<file path="config.mk">
export PLATFORM = sky130hd
export DESIGN_NAME = alu_core
export DESIGN_NICKNAME = d
export VERILOG_FILES = /design/src/pkg/alu_pkg.sv /design/src/pkg/byte_arith_if.sv /design/src/byte_arith.sv /design/src/alu_core.sv
export SDC_FILE = /design/constraint.sdc
export NUM_CORES = 1
export LEC_CHECK = 0
export ABC_AREA = 0
export BUFFER_PORTS_ARGS = -buffer_cell sky130_fd_sc_hd__buf_4
export CAP_MARGIN = 20
export CORE_ASPECT_RATIO = 0.7
export CORE_UTILIZATION = 28
export DETAILED_ROUTE_END_ITERATION = 10
export GPL_TIMING_DRIVEN = 0
export PLACE_DENSITY_LB_ADDON = 0.15
export SLEW_MARGIN = 25
export SYNTH_ARGS = -nofsm -noshare
export SYNTH_HDL_FRONTEND = slang
export SYNTH_SLANG_ARGS = --single-unit
</file>
<file path="constraint.sdc">
create_clock -name i_clk -period 3 [get_ports i_clk]
set_input_delay 0.15 -clock i_clk [delete_from_list [all_inputs] [get_ports i_clk]]
set_output_delay 0.15 -clock i_clk [all_outputs]
set_load 0.02 [all_outputs]
</file>
<file path="src/pkg/alu_pkg.sv">
package alu_pkg;

    localparam int DATA_W = 8;
    localparam int WORD_W = 16;
    localparam int WIMM_W = 6;
    localparam int PAIR_W = 2;

    // Flag positions in the status byte
    localparam int FLAG_C = 0;
    localparam int FLAG_Z = 1;
    localparam int FLAG_N = 2;
    localparam int FLAG_V = 3;
    localparam int FLAG_S = 4;
    localparam int FLAG_H = 5;

    localparam logic [DATA_W-1:0] FLAGS_RESET = 8'h00;
    localparam logic [DATA_W-1:0] BYTE_ZERO   = 8'h00;
    localparam logic [DATA_W-1:0] BYTE_ONES   = 8'hFF;
    localparam logic [DATA_W-1:0] BYTE_ONE    = 8'h01;
    localparam logic [DATA_W-1:0] OVF_INC     = 8'h80;
    localparam logic [DATA_W-1:0] OVF_DEC     = 8'h7F;

    // Cycle counts per operation class
    localparam int BYTE_OP_CYCLES = 1;
    localparam int WORD_OP_CYCLES = 2;

    typedef enum logic [4:0] {
        OP_SUM,
        OP_SUM_CARRY,
        OP_DIFF,
        OP_DIFF_IMM,
        OP_DIFF_BORROW,
        OP_DIFF_CARRY_IMM,
        OP_WORD_PLUS_IMM,
        OP_WORD_MINUS_IMM,
        OP_CONJ,
        OP_CONJ_IMM,
        OP_DISJ,
        OP_DISJ_IMM,
        OP_EXCL_DISJ,
        OP_BIT_SET_MASK,
        OP_BIT_CLEAR_MASK,
        OP_INVERT,
        OP_SIGN_FLIP,
        OP_PLUS_ONE,
        OP_MINUS_ONE,
        OP_ZERO_SIGN_TEST,
        OP_ZERO_REG,
        OP_ALL_ONES
    } op_t;

    typedef enum logic {
        ST_IDLE,
        ST_WORD_HI
    } state_t;

endpackage

</file>
<file path="src/pkg/byte_arith_if.sv">
`timescale 1ns/1ps
`default_nettype none

interface byte_arith_if;
    import alu_pkg::*;
    logic [DATA_W-1:0] a;
    logic [DATA_W-1:0] b;
    logic              cin;
    logic              sub;
    logic [DATA_W-1:0] res;
    logic              cout;
    logic              half;
    logic              ovf;

    modport user (output a, output b, output cin, output sub,
                  input res, input cout, input half, input ovf);
    modport unit (input a, input b, input cin, input sub,
                  output res, output cout, output half, output ovf);
endinterface

`default_nettype wire

</file>
<file path="src/byte_arith.sv">
`timescale 1ns/1ps
`default_nettype none

module byte_arith
(
    byte_arith_if.unit bus
);
    import alu_pkg::*;

    logic [DATA_W:0] full;
    logic [4:0]      nib;

    ////////////////////////////////////////////////////////////////////////
    // Sum or difference with carry/borrow
    always_comb
    begin
        if (bus.sub)
        begin
            full = {1'b0, bus.a} - {1'b0, bus.b} - {8'h00, bus.cin};
            nib  = {1'b0, bus.a[3:0]} - {1'b0, bus.b[3:0]} - {4'h0, bus.cin};
        end
        else
        begin
            full = {1'b0, bus.a} + {1'b0, bus.b} + {8'h00, bus.cin};
            nib  = {1'b0, bus.a[3:0]} + {1'b0, bus.b[3:0]} + {4'h0, bus.cin};
        end
    end

    ////////////////////////////////////////////////////////////////////////
    // Flag terms
    assign bus.res  = full[DATA_W-1:0];
    assign bus.cout = full[DATA_W];
    assign bus.half = nib[4];
    assign bus.ovf  = bus.sub
                    ? ((bus.a[7] != bus.b[7]) && (full[7] != bus.a[7]))
                    : ((bus.a[7] == bus.b[7]) && (full[7] != bus.a[7]));

endmodule

`default_nettype wire

</file>
<file path="src/alu_core.sv">
`timescale 1ns/1ps
`default_nettype none

module alu_core
(
    input  wire logic                   i_clk,
    input  wire logic                   i_reset,
    input  wire logic                   i_valid,
    input  wire alu_pkg::op_t           i_op,
    input  wire logic [alu_pkg::DATA_W-1:0] i_dest,
    input  wire logic [alu_pkg::DATA_W-1:0] i_src,
    input  wire logic [alu_pkg::DATA_W-1:0] i_imm,
    input  wire logic [alu_pkg::PAIR_W-1:0] i_pair_sel,
    input  wire logic [alu_pkg::DATA_W-1:0] i_pair_lo,
    input  wire logic [alu_pkg::DATA_W-1:0] i_pair_hi,
    output logic [alu_pkg::DATA_W-1:0]      o_result,
    output logic [alu_pkg::DATA_W-1:0]      o_result_hi,
    output logic                            o_write,
    output logic                            o_write_word,
    output logic [alu_pkg::PAIR_W-1:0]      o_pair_sel,
    output logic [alu_pkg::DATA_W-1:0]      o_flags,
    output logic                            o_busy
);
    import alu_pkg::*;

    byte_arith_if arith ();

    state_t              state_r;
    logic [DATA_W-1:0]   flags_r;
    logic [DATA_W-1:0]   flags_nxt;
    logic [DATA_W-1:0]   res_nxt;
    logic                wr_nxt;
    logic                logic_op;
    logic                arith_op;
    logic [DATA_W-1:0]   wlo_r;
    logic [DATA_W-1:0]   whi_r;
    logic [WIMM_W-1:0]   wimm_r;
    logic                wsub_r;
    logic [PAIR_W-1:0]   wpair_r;
    logic [WORD_W-1:0]   wres;
    logic [DATA_W-1:0]   wflags;
    logic                wvf;
    logic                wcf;
    logic                take;
    logic                word_req;

    logic [DATA_W-1:0]   result_r;
    logic [DATA_W-1:0]   result_hi_r;
    logic                write_r;
    logic                write_word_r;
    logic [PAIR_W-1:0]   pair_r;

    byte_arith u_arith
    (
        .bus (arith.unit)
    );

    assign take     = i_valid && (state_r == ST_IDLE);
    assign word_req = (i_op == OP_WORD_PLUS_IMM) || (i_op == OP_WORD_MINUS_IMM);

    ////////////////////////////////////////////////////////////////////////
    // Operand steering into the byte adder
    always_comb
    begin
        arith.a   = i_dest;
        arith.b   = i_src;
        arith.cin = 1'b0;
        arith.sub = 1'b0;
        case (i_op)
            OP_SUM_CARRY:      arith.cin = flags_r[FLAG_C];
            OP_DIFF:           arith.sub = 1'b1;
            OP_DIFF_BORROW:
            begin
                arith.sub = 1'b1;
                arith.cin = flags_r[FLAG_C];
            end
            OP_DIFF_IMM:
            begin
                arith.sub = 1'b1;
                arith.b   = i_imm;
            end
            OP_DIFF_CARRY_IMM:
            begin
                arith.sub = 1'b1;
                arith.b   = i_imm;
                arith.cin = flags_r[FLAG_C];
            end
            OP_INVERT:
            begin
                arith.sub = 1'b1;
                arith.a   = BYTE_ONES;
                arith.b   = i_dest;
            end
            OP_SIGN_FLIP:
            begin
                arith.sub = 1'b1;
                arith.a   = BYTE_ZERO;
                arith.b   = i_dest;
            end
            default:           arith.b = i_src;
        endcase
    end

    ////////////////////////////////////////////////////////////////////////
    // Byte result and flag selection
    always_comb
    begin
        res_nxt  = i_dest;
        wr_nxt   = 1'b1;
        logic_op = 1'b0;
        arith_op = 1'b0;
        case (i_op)
            OP_SUM, OP_SUM_CARRY, OP_DIFF, OP_DIFF_IMM, OP_DIFF_BORROW,
            OP_DIFF_CARRY_IMM, OP_SIGN_FLIP, OP_INVERT:
            begin
                res_nxt  = arith.res;
                arith_op = 1'b1;
            end
            OP_CONJ:           res_nxt = i_dest & i_src;
            OP_CONJ_IMM:       res_nxt = i_dest & i_imm;
            OP_DISJ:           res_nxt = i_dest | i_src;
            OP_DISJ_IMM:       res_nxt = i_dest | i_imm;
            OP_EXCL_DISJ:      res_nxt = i_dest ^ i_src;
            OP_BIT_SET_MASK:   res_nxt = i_dest | i_imm;
            OP_BIT_CLEAR_MASK: res_nxt = i_dest & (BYTE_ONES - i_imm);
            OP_ZERO_SIGN_TEST: res_nxt = i_dest & i_dest;
            OP_ZERO_REG:       res_nxt = i_dest ^ i_dest;
            OP_PLUS_ONE:       res_nxt = i_dest + BYTE_ONE;
            OP_MINUS_ONE:      res_nxt = i_dest - BYTE_ONE;
            OP_ALL_ONES:       res_nxt = BYTE_ONES;
            default:           wr_nxt  = 1'b0;
        endcase
        logic_op = wr_nxt && !arith_op && (i_op != OP_ALL_ONES);

        flags_nxt = flags_r;
        if (arith_op || logic_op)
        begin
            flags_nxt[FLAG_Z] = (res_nxt == BYTE_ZERO);
            flags_nxt[FLAG_N] = res_nxt[DATA_W-1];
        end
        if (logic_op)
        begin
            flags_nxt[FLAG_V] = 1'b0;
            if (i_op == OP_PLUS_ONE)
                flags_nxt[FLAG_V] = (res_nxt == OVF_INC);
            if (i_op == OP_MINUS_ONE)
                flags_nxt[FLAG_V] = (res_nxt == OVF_DEC);
        end
        if (arith_op)
        begin
            flags_nxt[FLAG_C] = arith.cout;
            flags_nxt[FLAG_V] = arith.ovf;
            flags_nxt[FLAG_H] = arith.half;
            if (i_op == OP_INVERT)
            begin
                flags_nxt[FLAG_C] = 1'b1;
                flags_nxt[FLAG_V] = 1'b0;
                flags_nxt[FLAG_H] = flags_r[FLAG_H];
            end
        end
    end

    ////////////////////////////////////////////////////////////////////////
    // Word result and flags from latched pair
    always_comb
    begin
        if (wsub_r)
            wres = {whi_r, wlo_r} - {10'h000, wimm_r};
        else
            wres = {whi_r, wlo_r} + {10'h000, wimm_r};
        wvf = wsub_r ? (whi_r[7] && !wres[15]) : (!whi_r[7] && wres[15]);
        wcf = wsub_r ? (wres[15] && !whi_r[7]) : (!wres[15] && whi_r[7]);
        wflags         = flags_r;
        wflags[FLAG_Z] = (wres == 16'h0000);
        wflags[FLAG_N] = wres[WORD_W-1];
        wflags[FLAG_V] = wvf;
        wflags[FLAG_C] = wcf;
        wflags[FLAG_S] = wres[WORD_W-1] ^ wvf;
    end

    ////////////////////////////////////////////////////////////////////////
    // Sequencer for two-cycle word ops
    always_ff @(posedge i_clk or posedge i_reset)
    begin
        if (i_reset)
            state_r <= ST_IDLE;
        else if (state_r == ST_WORD_HI)
            state_r <= ST_IDLE;
        else if (take && word_req)
            state_r <= ST_WORD_HI;
    end

    always_ff @(posedge i_clk or posedge i_reset)
    begin
        if (i_reset)
        begin
            wlo_r   <= BYTE_ZERO;
            whi_r   <= BYTE_ZERO;
            wimm_r  <= 6'h00;
            wsub_r  <= 1'b0;
            wpair_r <= 2'h0;
        end
        else if (take && word_req)
        begin
            wlo_r   <= i_pair_lo;
            whi_r   <= i_pair_hi;
            wimm_r  <= i_imm[WIMM_W-1:0];
            wsub_r  <= (i_op == OP_WORD_MINUS_IMM);
            wpair_r <= i_pair_sel;
        end
    end

    ////////////////////////////////////////////////////////////////////////
    // Status flags
    always_ff @(posedge i_clk or posedge i_reset)
    begin
        if (i_reset)
            flags_r <= FLAGS_RESET;
        else if (state_r == ST_WORD_HI)
            flags_r <= wflags;
        else if (take && !word_req)
            flags_r <= flags_nxt;
    end

    ////////////////////////////////////////////////////////////////////////
    // Write-back outputs
    always_ff @(posedge i_clk or posedge i_reset)
    begin
        if (i_reset)
        begin
            result_r     <= BYTE_ZERO;
            result_hi_r  <= BYTE_ZERO;
            write_r      <= 1'b0;
            write_word_r <= 1'b0;
            pair_r       <= 2'h0;
        end
        else if (state_r == ST_WORD_HI)
        begin
            result_r     <= wres[DATA_W-1:0];
            result_hi_r  <= wres[WORD_W-1:DATA_W];
            write_r      <= 1'b0;
            write_word_r <= 1'b1;
            pair_r       <= wpair_r;
        end
        else
        begin
            result_r     <= res_nxt;
            write_r      <= take && !word_req && wr_nxt;
            write_word_r <= 1'b0;
        end
    end

    assign o_result     = result_r;
    assign o_result_hi  = result_hi_r;
    assign o_write      = write_r;
    assign o_write_word = write_word_r;
    assign o_pair_sel   = pair_r;
    assign o_flags      = flags_r;
    assign o_busy       = (state_r == ST_WORD_HI);

endmodule

`default_nettype wire

</file>
# == Word level (Yosys, flattened, before mapping) ==
# Index checks and enable logic that the tools add are counted.
# totals
out_inout_bits,29
word_cells,129
reg_bits,52
in_bits,50
# op_classes
bitwise,11
n_mux,28
n_reduce_logical,34
addsub,13
eq_ne,27
# ops
cell,count
8-bit case mux with 12 select lines,1
5-bit by 4-bit equality test with 1-bit output (second input constant),8
8-bit AND,4
8-bit case mux with 2 select lines,2
5-bit equality test (second input constant),6
5-bit by 3-bit equality test with 1-bit output (second input constant),4
20-bit OR reduction,1
1-bit two-way mux,18
16-bit by 6-bit adder with 16-bit output,1
16-bit zero test,1
16-bit two-way mux,1
8-bit OR,2
16-bit by 6-bit subtractor with 16-bit output,1
8-bit bitwise XOR,2
5-bit by 2-bit equality test with 1-bit output (second input constant),2
1-bit logical AND,10
5-bit two-way mux,2
8-bit by 8-bit adder with 9-bit output,1
9-bit by 1-bit adder with 9-bit output,1
9-bit two-way mux,1
8-bit by 8-bit subtractor with 9-bit output,1
9-bit by 1-bit subtractor with 9-bit output,1
8-bit by 1-bit adder with 8-bit output (second input constant),1
8-bit by 7-bit equality test with 1-bit output (second input constant),1
28 further kinds,40

# == Logic depth before layout (Yosys ltp) ==
# Gate-level depths: netlist (run 1).
# logic_depth
word_depth,14
mapped_depth,21
depth_no_buf,18

# == Cells and area by module ==
# Synthesis (run 1) repeated with hierarchy kept, for this count alone.
# unflattened
hier_cells,706
hier_area_um2,5529.1
# by_module_without_submodules
module,instances,cells_each,area_each_um2,seq_area_each_um2
alu_core,1,570,4519.3,1301.2
byte_arith,1,136,1009.7,0.0

# == Worst setup path before layout (run 1) ==
# No wires, ideal clock.
# synth_path
kind,in2reg
start,in i_op[2]
end,reg flags_r[3] (netlist: o_flags[3])
arrival_ns,4.070
required_ns,2.918
setup_ns,0.082
path_buffers,1
cell_stages,18
setup_slack_ns,-1.152
cell_sequence,buf_2 xor2_1 nand2_1 nor2_1 nor2_1 nand2_1 nand2_1 fa_1 fa_1 nor2b_1 o21ai_1 a21oi_1 or4b_1 a21oi_1 nand2_1 nor4bb_2 a32oi_1 a31oi_1
# synth_between
elab_chain_len,14
elab_cells_between_ends,66
classes_between,4 x add/sub; 27 x eq/ne; 16 x mux; 19 x reduce/logical
# synth_rtl
element,line,text
"start, declared",alu_core.sv:9,"input wire alu_pkg::op_t i_op,"
5-bit by 4-bit equality test with 1-bit output (tied with other cells),"alu_core.sv:69, alu_core.sv:112, alu_core.sv:154",
2-bit OR reduction (no source line),--,
8-bit case mux with 2 select lines,alu_core.sv:69,case (i_op)
8-bit by 8-bit adder with 9-bit output / 8-bit by 8-bit subtractor with 9-bit output (equally long branches),"byte_arith.sv:24, byte_arith.sv:19",
9-bit by 1-bit adder with 9-bit output / 9-bit by 1-bit subtractor with 9-bit output (equally long branches),"byte_arith.sv:24, byte_arith.sv:19",
9-bit two-way mux,byte_arith.sv:17,if (bus.sub)
8-bit case mux with 12 select lines,alu_core.sv:112,case (i_op)
8-bit equality test,alu_core.sv:145,flags_nxt[FLAG_V] = (res_nxt == OVF_INC);
1-bit two-way mux,alu_core.sv:144,if (i_op == OP_PLUS_ONE)
1-bit two-way mux,alu_core.sv:146,if (i_op == OP_MINUS_ONE)
1-bit two-way mux,alu_core.sv:141,if (logic_op)
1-bit two-way mux,alu_core.sv:149,if (arith_op)
4-bit two-way mux,alu_core.sv:221,else if (take && !word_req)
5-bit two-way mux,alu_core.sv:219,else if (state_r == ST_WORD_HI)
"end signal, assigned",alu_core.sv:220,flags_r <= wflags;
"end signal, assigned",alu_core.sv:222,flags_r <= flags_nxt;
"end, declared",alu_core.sv:29,logic [DATA_W-1:0] flags_r;
# Several ways; a longest one is shown, not always the timed one. The select of a mux whose other input is x is not followed.
# A chain may end at the register's enable or synchronous reset.

# == Worst setup path in the final report (run 1) ==
# Same ends and word-level chain as after synthesis.

==> results.txt, run 1 <==
----------------------------------------------------
[GRT]
  Combined global-route utilization of all metal layers ... 22.0%
  Via count of the first global-routing pass ... 5779
  Wire length of the first global-routing pass ... 35000 µm
  Largest net degree at the start of global routing ... 31
  GRT Residual Overflow ... 0
  Antenna violations before repair ... 0

[Layout]
  Layout cell share with drive strength beyond 1 ... 34.4%
  Post-route cell area ... 0.00817 mm²
  Number of fill cells in the layout ... 2032
  Syn-to-layout area delta ... 43.0%
  Final Net Count ... 966
  Utilization after layout ... around two fifths
  Number of standard cells in the final layout excluding fillers ... around 1100
  Area used by multi-input combinational logic ... 0.00480 mm²
  Inserted Diodes ... 0
  Sequential Area ... about 0.0013 mm²

[CTS]
  Clk pin slew, worst setup/hold paths ... about 0.07 ns
  Cell chosen for the clock root ... sky130_fd_sc_hd__clkbuf_16
  Worst-Skew Late Latency ... 0.29 ns
  Number of buffers on the longest clock path ... 2
  Sink Count ... 52
  Number of CTS-inserted buffers ... 5
  H-tree lvl count ... 2
  TritonCTS clock tree ... yes

[Floorplan]
  Vertical extent of the die ... between 100 and 150 µm
  Core area ... 0.0199 mm²
  Starting density of the core ... approximately 29%
  IO Count ... 79
  Die Area ... 0.0210 mm²
  Row count ... 43
  Die X-Extent ... 173 µm

[Routing]
  Post-detailed-route count of antenna-violating nets ... 0
  Average routed wire per standard cell ... 20.4 µm
  Total length of routed wires ... 23200 µm
  Post-DR vias/cell ... 5.45
  Number of DRC violations after detailed routing ... 0
  Routed vias ... 6201
  Total iterations of the first detailed-routing run ... 8
  Number of DRC markers in iteration 0 ... 651

[Yosys]
  Top_reg_cell synth ... sky130_fd_sc_hd__dfrtp_1
  Most common cell in the netlist ... sky130_fd_sc_hd__nand2_1
  Number of distinct library cells after synthesis ... 81
  Synthesis Warnings ... 0
  Post-synth design cell area ... 0.00572 mm²
  Flip-flop and latch count after synthesis ... 52
  Number of flops mapped to enable cells by yosys ... 0
  FFs w/ async S/R, synth ... 100%
  Fraction of the yosys area taken by sequential cells ... 22.8%
  Average cell area after synthesis ... 7.80 µm²
  Post-synthesis cell type with the largest combined area ... sky130_fd_sc_hd__dfrtp_1
  Portion of synthesized cell area occupied by the leading cell type ... 22.8%
  Syn Inst Count ... 733
  Leading post-synthesis cells by cell area ... sky130_fd_sc_hd__dfrtp_1, sky130_fd_sc_hd__ha_1, sky130_fd_sc_hd__nand2_1, sky130_fd_sc_hd__a21oi_1, sky130_fd_sc_hd__o21ai_0
  Synth top cells by count ... sky130_fd_sc_hd__nand2_1, sky130_fd_sc_hd__dfrtp_1, sky130_fd_sc_hd__a21oi_1, sky130_fd_sc_hd__nor2_1, sky130_fd_sc_hd__ha_1

[Placed design]
  Number of I/O port buffers ... between 70 and 80
  GP Congestion ... 0.963
  HPWL after detailed placement ... 17500 µm
  Placement Cell Area ... 0.00679 mm²
  Post-Place Cells ... 1080

[Worst setup path]
  R2R depth ... 13
  Top Family by Delay on Critical Path ... simple AND/OR/NAND/NOR gates
  Crit start category ... input pin
  CP Data Required Time ... 3.21 ns
  Worst r2r src ... wimm_r[1]$_DFFE_PP0P_
  Slowest stage cell, crit path ... sky130_fd_sc_hd__fa_2
  Minimum setup slack among reg-to-reg paths ... -0.41 ns
  Arrival time at the worst endpoint ... 3.74 ns
  Category of the most critical setup path ... in -> reg
  Capture instance of the worst register-to-register path ... o_flags[1]$_DFFE_PP0P_
  First element of the critical path ... i_op[2]
  Critical path capture point type ... register
  CP max FO ... 5
  Maximum cell stage delay along the critical path ... 0.55 ns
  CP bufs+invs ... 3
  Chain of cells forming the critical path ... buf_12 > buf_12 > xor2_4 > nand2_2 > nor2_4 > nor2_4 > a221o_2 > buf_6 > fa_2 > nor2b_1 > o21ai_1 > a21oi_2 > or4b_4 > a21oi_4 > nand2_2 > nor4bb_4 > a32oi_1 > a31oi_1

[Pwr]
  Power dissipated by switching net loads ... slightly below 2 mW
  Relative contribution of combinational cells to total power ... approximately 63%
  Switch share ... 43.9%
  Clock network power share ... between 10% and 20%
  Reported leakage power ... about 3.6 nW
  Worst voltage drop across the vdd grid ... 269 µV
  Relative contribution of sequential cells to total power ... 22.7%
  Internal Pwr Total ... roughly 2.5 mW
  P per Cell Area ... 541 mW/mm²

[Run status]
  Run status ... complete, but fails checks
  Violations in the final reports ... negative setup slack

[STA]
  Endpoints failing hold ... 0
  Share of the cycle needed by the critical path after routing ... 118%
  Max-slew violation count ... 0
  Max Clk Rate ... 283 MHz
  Worst hold slack ... 0.0405 ns
  Slew at the pin closest to its max-slew limit ... 1.02 ns
  Final critical path time including I/O delays and setup ... 3.53 ns
  RSZ-0062 raised after global routing ... yes
  Total negative setup slack ... -3.16 ns
  Relative slew margins ... 32.0%
  Setup slack of the critical path after layout ... -0.530 ns
  Final-report setup violation count ... 13
  Worst setup skew after layout ... around 0.0055 ns

[Hold path]
  Worst Hold Class ... in -> reg
  Hold Path Sink ... whi_r[0]$_DFFE_PP0P_
  Hold Path Origin ... i_pair_hi[0]
  Number of stages on the worst hold path ... 3

[Run]
  Maximum Capacitance Violations ... 0

----------------------------------------------------
[registers in the layout, summed over array words and instances, names as in the netlist]
signal	count
o_write	1
o_result_hi	8
wlo_r	8
o_busy	1
o_flags	6
whi_r	8
wsub_r	1
o_write_word	1
o_result	8
wimm_r	6
o_pair_sel	2
wpair_r	2
[worst register-to-register path, delay by kind of cell (launching register included)]
kind            cells  cell delay, ns
simple gates        7            1.61
fa+ha+maj           2            0.57
flops               1            0.43
compound gates      2            0.39
xor+xnor            1            0.23
mux                 1            0.13
[cell usage in the layout, fill, tap and decap left out, types with 5 or more instances in the layout]
cell type	n
sky130_fd_sc_hd__a21o_1	12
sky130_fd_sc_hd__a21oi_1	34
sky130_fd_sc_hd__a21oi_2	12
sky130_fd_sc_hd__a22oi_1	9
sky130_fd_sc_hd__a31oi_1	8
sky130_fd_sc_hd__and3_1	8
sky130_fd_sc_hd__buf_12	6
sky130_fd_sc_hd__buf_2	6
sky130_fd_sc_hd__buf_4	118
sky130_fd_sc_hd__buf_6	12
sky130_fd_sc_hd__clkbuf_1	12
sky130_fd_sc_hd__clkbuf_16	5
sky130_fd_sc_hd__dfrtp_1	51
sky130_fd_sc_hd__ha_1	31
sky130_fd_sc_hd__ha_4	7
sky130_fd_sc_hd__inv_1	35
sky130_fd_sc_hd__mux2_2	7
sky130_fd_sc_hd__mux2i_1	6
sky130_fd_sc_hd__nand2_1	95
sky130_fd_sc_hd__nand2_2	7
sky130_fd_sc_hd__nand2_4	5
sky130_fd_sc_hd__nand2b_1	8
sky130_fd_sc_hd__nand3_1	11
sky130_fd_sc_hd__nand3b_1	5
sky130_fd_sc_hd__nand4_1	10
sky130_fd_sc_hd__nor2_1	40
sky130_fd_sc_hd__nor2b_1	14
sky130_fd_sc_hd__nor3_1	16
sky130_fd_sc_hd__nor3b_1	5
sky130_fd_sc_hd__o211ai_1	14
sky130_fd_sc_hd__o21a_1	13
sky130_fd_sc_hd__o21ai_0	34
sky130_fd_sc_hd__o21ai_1	8
sky130_fd_sc_hd__or3_1	5
sky130_fd_sc_hd__xnor2_1	19
sky130_fd_sc_hd__xor2_1	5
[power groups by stage]
stage / registers (mW) / clock network (mW) / logic (mW)
detailed placement: 1.01 / 0 / 2.24
global placement: 1.01 / 0 / 2.25
CTS: 1.00 / 0.647 / 2.54
floorplan: 1.09 / 0 / 1.45
finish: 1.00 / 0.632 / 2.79
global route: 1.03 / 0.677 / 3.01
[metal layers]
metal	GRT usage [%]	routed length (µm)	vias to the layer above	part of all wire, %
met1	34.6	11700	2966	51
li1	-	-	2928	-
met2	28.1	8560	289	37
met5	0	0	-	0
met4	3.37	210	0	0.91
met3	7.37	2680	18	12
[logic make-up (layout without fill, tap and decap cells)]
family	count (synthesis)	in the layout	share of synthesized area, %
AND/OR/NAND/NOR	287	287	25.5
AO/OA/AOI/OAI	218	218	26.2
buffers and inverters	80	213	6.15
flip-flops	52	52	22.8
adder cells (fa/ha/maj)	48	48	11.3
XOR/XNOR	30	30	4.86
multiplexers	17	17	3.15
other	1	2	0.0656
[layout make-up]
type                    instances  share of cell area (%)
multi-input cells             602                    58.7
flip-flops and latches         52                    15.9
repair buffers                131                    14.1
well taps                     270                    4.13
plain buffers                  35                    3.18
inverters                      41                    2.04
clock buffers                   5                    1.53
clock inverters                 1                   0.367
[stage by stage]
step / total power [mW] / setup slack [ns]
global route: 4.71 / -0.653
finish: 4.42 / -0.530
floorplan: 2.53 / -0.663
CTS: 4.19 / -0.592
global placement: 3.26 / -1.76
detailed placement: 3.25 / -1.69
[worst max-delay path by stage]
stage | endpoint | slack [ns] | cells after the start
after global placement | o_flags[3]$_DFFE_PP0P_ | -1.76 | 19
after global routing | o_flags[3]$_DFFE_PP0P_ | -0.65 | 20
after floorplan | o_flags[3]$_DFFE_PP0P_ | -0.66 | 20
after CTS | o_flags[3]$_DFFE_PP0P_ | -0.59 | 19
final | o_flags[3]$_DFFE_PP0P_ | -0.53 | 18
after detailed placement | o_flags[3]$_DFFE_PP0P_ | -1.69 | 19
[what timing repair did]
action,4_1_cts,5_1_grt
cloned,3,0
endpoints found under the setup margin,19,18
endpoints found under the hold margin,22,0
hold buffers,1,0
pin swaps,42,55
buffers inserted,36,17
resized for setup,101,68
Power figures use the tool's default switching activity.
==> inputs of run 2 (changes only) <==
- clock period: 3 -> 4 ns (I/O delays scaled with it)
==> results.txt, run 2 (same netlist as run 1, synthesis figures left out) <==
----------------------------------------------------
[Worst setup path]
  Maximum cell stage delay along the critical path ... 0.45 ns
  Crit start category ... input pin
  Minimum setup slack among reg-to-reg paths ... 0.26 ns
  Capture instance of the worst register-to-register path ... o_flags[1]$_DFFE_PP0P_
  Arrival time at the worst endpoint ... a little over 4 ns
  Category of the most critical setup path ... in -> reg
  CP max FO ... 9
  Chain of cells forming the critical path ... buf_2 > nand2b_1 > clkbuf_4 > or3_4 > nand2_8 > and2_1 > a221o_1 > inv_1 > fa_1 > nand2b_1 > a21oi_2 > xor2_1 > a21oi_2 > nand4_1 > nor3_1 > nor4bb_4 > a32oi_1 > a31oi_1
  CP Data Required Time ... 4.22 ns
  CP bufs+invs ... 3
  Slowest stage cell, crit path ... sky130_fd_sc_hd__or3_4
  Worst r2r src ... wimm_r[4]$_DFFE_PP0P_
  R2R depth ... 11
  Critical path capture point type ... register
  Top Family by Delay on Critical Path ... simple AND/OR/NAND/NOR gates

[Hold path]
  Number of stages on the worst hold path ... 3
  Hold Path Sink ... whi_r[2]$_DFFE_PP0P_
  Worst Hold Class ... in -> reg
  Hold Path Origin ... i_pair_hi[2]

[Routing]
  Post-DR vias/cell ... between 5 and 6
  Total iterations of the first detailed-routing run ... 8
  Routed vias ... 6005
  Number of DRC violations after detailed routing ... 0
  Average routed wire per standard cell ... 19.9 µm
  Total length of routed wires ... 21900 µm
  Number of DRC markers in iteration 0 ... slightly above 700
  Post-detailed-route count of antenna-violating nets ... 0

[Placed design]
  HPWL after detailed placement ... 17200 µm
  Number of I/O port buffers ... 75
  Setup WS pre-CTS ... -1.06 ns
  GP Congestion ... a little under 1
  Placement Cell Area ... around 0.0067 mm²

[CTS]
  Number of buffers on the longest clock path ... 2
  H-tree lvl count ... 2
  TritonCTS clock tree ... yes
  Number of CTS-inserted buffers ... 5
  Clk pin slew, worst setup/hold paths ... 0.07 ns
  Cell chosen for the clock root ... sky130_fd_sc_hd__clkbuf_16
  Worst-Skew Late Latency ... 0.29 ns
  Sink Count ... 52

[Floorplan]
  Vertical extent of the die ... ~120 µm
  Die Area ... 0.0210 mm²
  Starting density of the core ... between 20 and 30%
  Core area ... ~0.02 mm²
  Die X-Extent ... between 150 and 200 µm
  IO Count ... 79
  Row count ... 43

[GRT]
  Via count of the first global-routing pass ... 5727
  GRT Residual Overflow ... 0
  Combined global-route utilization of all metal layers ... 21.2%
  Wire length of the first global-routing pass ... 34200 µm
  Largest net degree at the start of global routing ... 47
  Antenna violations before repair ... 0

[Pwr]
  P per Cell Area ... 413 mW/mm²
  Reported leakage power ... approximately 3.2 nW
  Final Total Pwr ... 2.92 mW
  Worst voltage drop across the vdd grid ... between 150 and 200 µV

[STA]
  RSZ-0062 raised after global routing ... yes
  Share of the cycle needed by the critical path after routing ... 96.2%
  Endpoints failing hold ... 0
  Max-slew violation count ... 0
  Relative slew margins ... a little over a third
  Setup slack of the critical path after layout ... 0.152 ns
  Slew at the pin closest to its max-slew limit ... 0.975 ns
  Final-report setup violation count ... 0
  Worst setup skew after layout ... 0.00546 ns
  Final critical path time including I/O delays and setup ... approximately 3.8 ns
  Max Clk Rate ... 260 MHz

[Layout]
  Syn-to-layout area delta ... 24.0%
  Layout cell share with drive strength beyond 1 ... 20.9%
  Commonest cells after routing, fill and taps aside ... sky130_fd_sc_hd__nand2_1, sky130_fd_sc_hd__buf_4, sky130_fd_sc_hd__dfrtp_1, sky130_fd_sc_hd__a21oi_1, sky130_fd_sc_hd__nor2_1
  Final Net Count ... approximately 920
  Inserted Diodes ... 0
  Most common cell after layout, fill and taps aside ... sky130_fd_sc_hd__nand2_1
  Number of fill cells in the layout ... around 2100
  Post-route cell area ... a little over 0.007 mm²

[Run status]
  Run status ... completed

[Run]
  Maximum Capacitance Violations ... 0

----------------------------------------------------
[run 2: cell types whose count changed in the layout (fill, tap and decap cells not counted), sizes merged]
cell    previous run  this run
buf              146       105
bufbuf             3         0
bufinv             1         0
clkbuf            21        24
clkinv             0         2
[run 2: worst max path at each step]
stage                 start                      to  cells past startpoint
global placement    i_op[2]  o_flags[3]$_DFFE_PP0P_                     20
global route        i_op[1]  o_flags[3]$_DFFE_PP0P_                     17
floorplan           i_op[4]  o_flags[3]$_DFFE_PP0P_                     20
detailed placement  i_op[2]  o_flags[3]$_DFFE_PP0P_                     21
CTS                 i_op[4]  o_flags[3]$_DFFE_PP0P_                     19
finish              i_op[4]  o_flags[3]$_DFFE_PP0P_                     18
[run 2: metal layers]
layer	GRT usage (%)	up-vias	routed length (µm)
met5	0	-	0
met4	3.65	0	308
met3	4.03	31	1910
met2	27.8	247	7980
met1	34.6	2882	11700
li1	-	2845	-
[run 2: tightest hold or removal path: stages]
cell and delay (ns):
sky130_fd_sc_hd__buf_4 0.07, sky130_fd_sc_hd__nand2_1 0.04, sky130_fd_sc_hd__nand2_1 0.04
[run 2: per-stage QoR]
stage                     util [%]  hold WS (ns)  setup TNS [ns]  std cells
after floorplan                  -         0.305               0        734
after global placement        33.3         0.393           -7.64       1079
after detailed placement      33.5         0.101           -6.78       1080
after CTS                     35.0        0.0861               0       1093
after global routing          35.6        0.0946         -0.0414       1097
final                         35.6        0.0941               0       1097
[run 2: where the power goes]
part           switching (mW)  internal, mW
clock                   0.192         0.247
combinational            1.02         0.718
sequential             0.0959         0.653
[run 2: area by class of cell]
type | count | area (µm²) | area share, %
plain buffers | 38 | 209 | 2.95
well taps | 270 | 338 | 4.77
inverters | 41 | 156 | 2.21
multi-input cells | 602 | 4260 | 60.2
clock buffers | 6 | 139 | 1.96
clock inverters | 2 | 10.0 | 0.141
repair buffers | 86 | 668 | 9.43
flip-flops and latches | 52 | 1300 | 18.4
[run 2: repair_timing]
item | 4_1_cts | 5_1_grt
gates resized for setup | 22 | 21
pin swaps | 5 | 7
buffers inserted | 5 | 4
hold buffers | 1 | 0
hold endpoints to repair | 6 | 0
endpoints found under the setup margin | 10 | 5
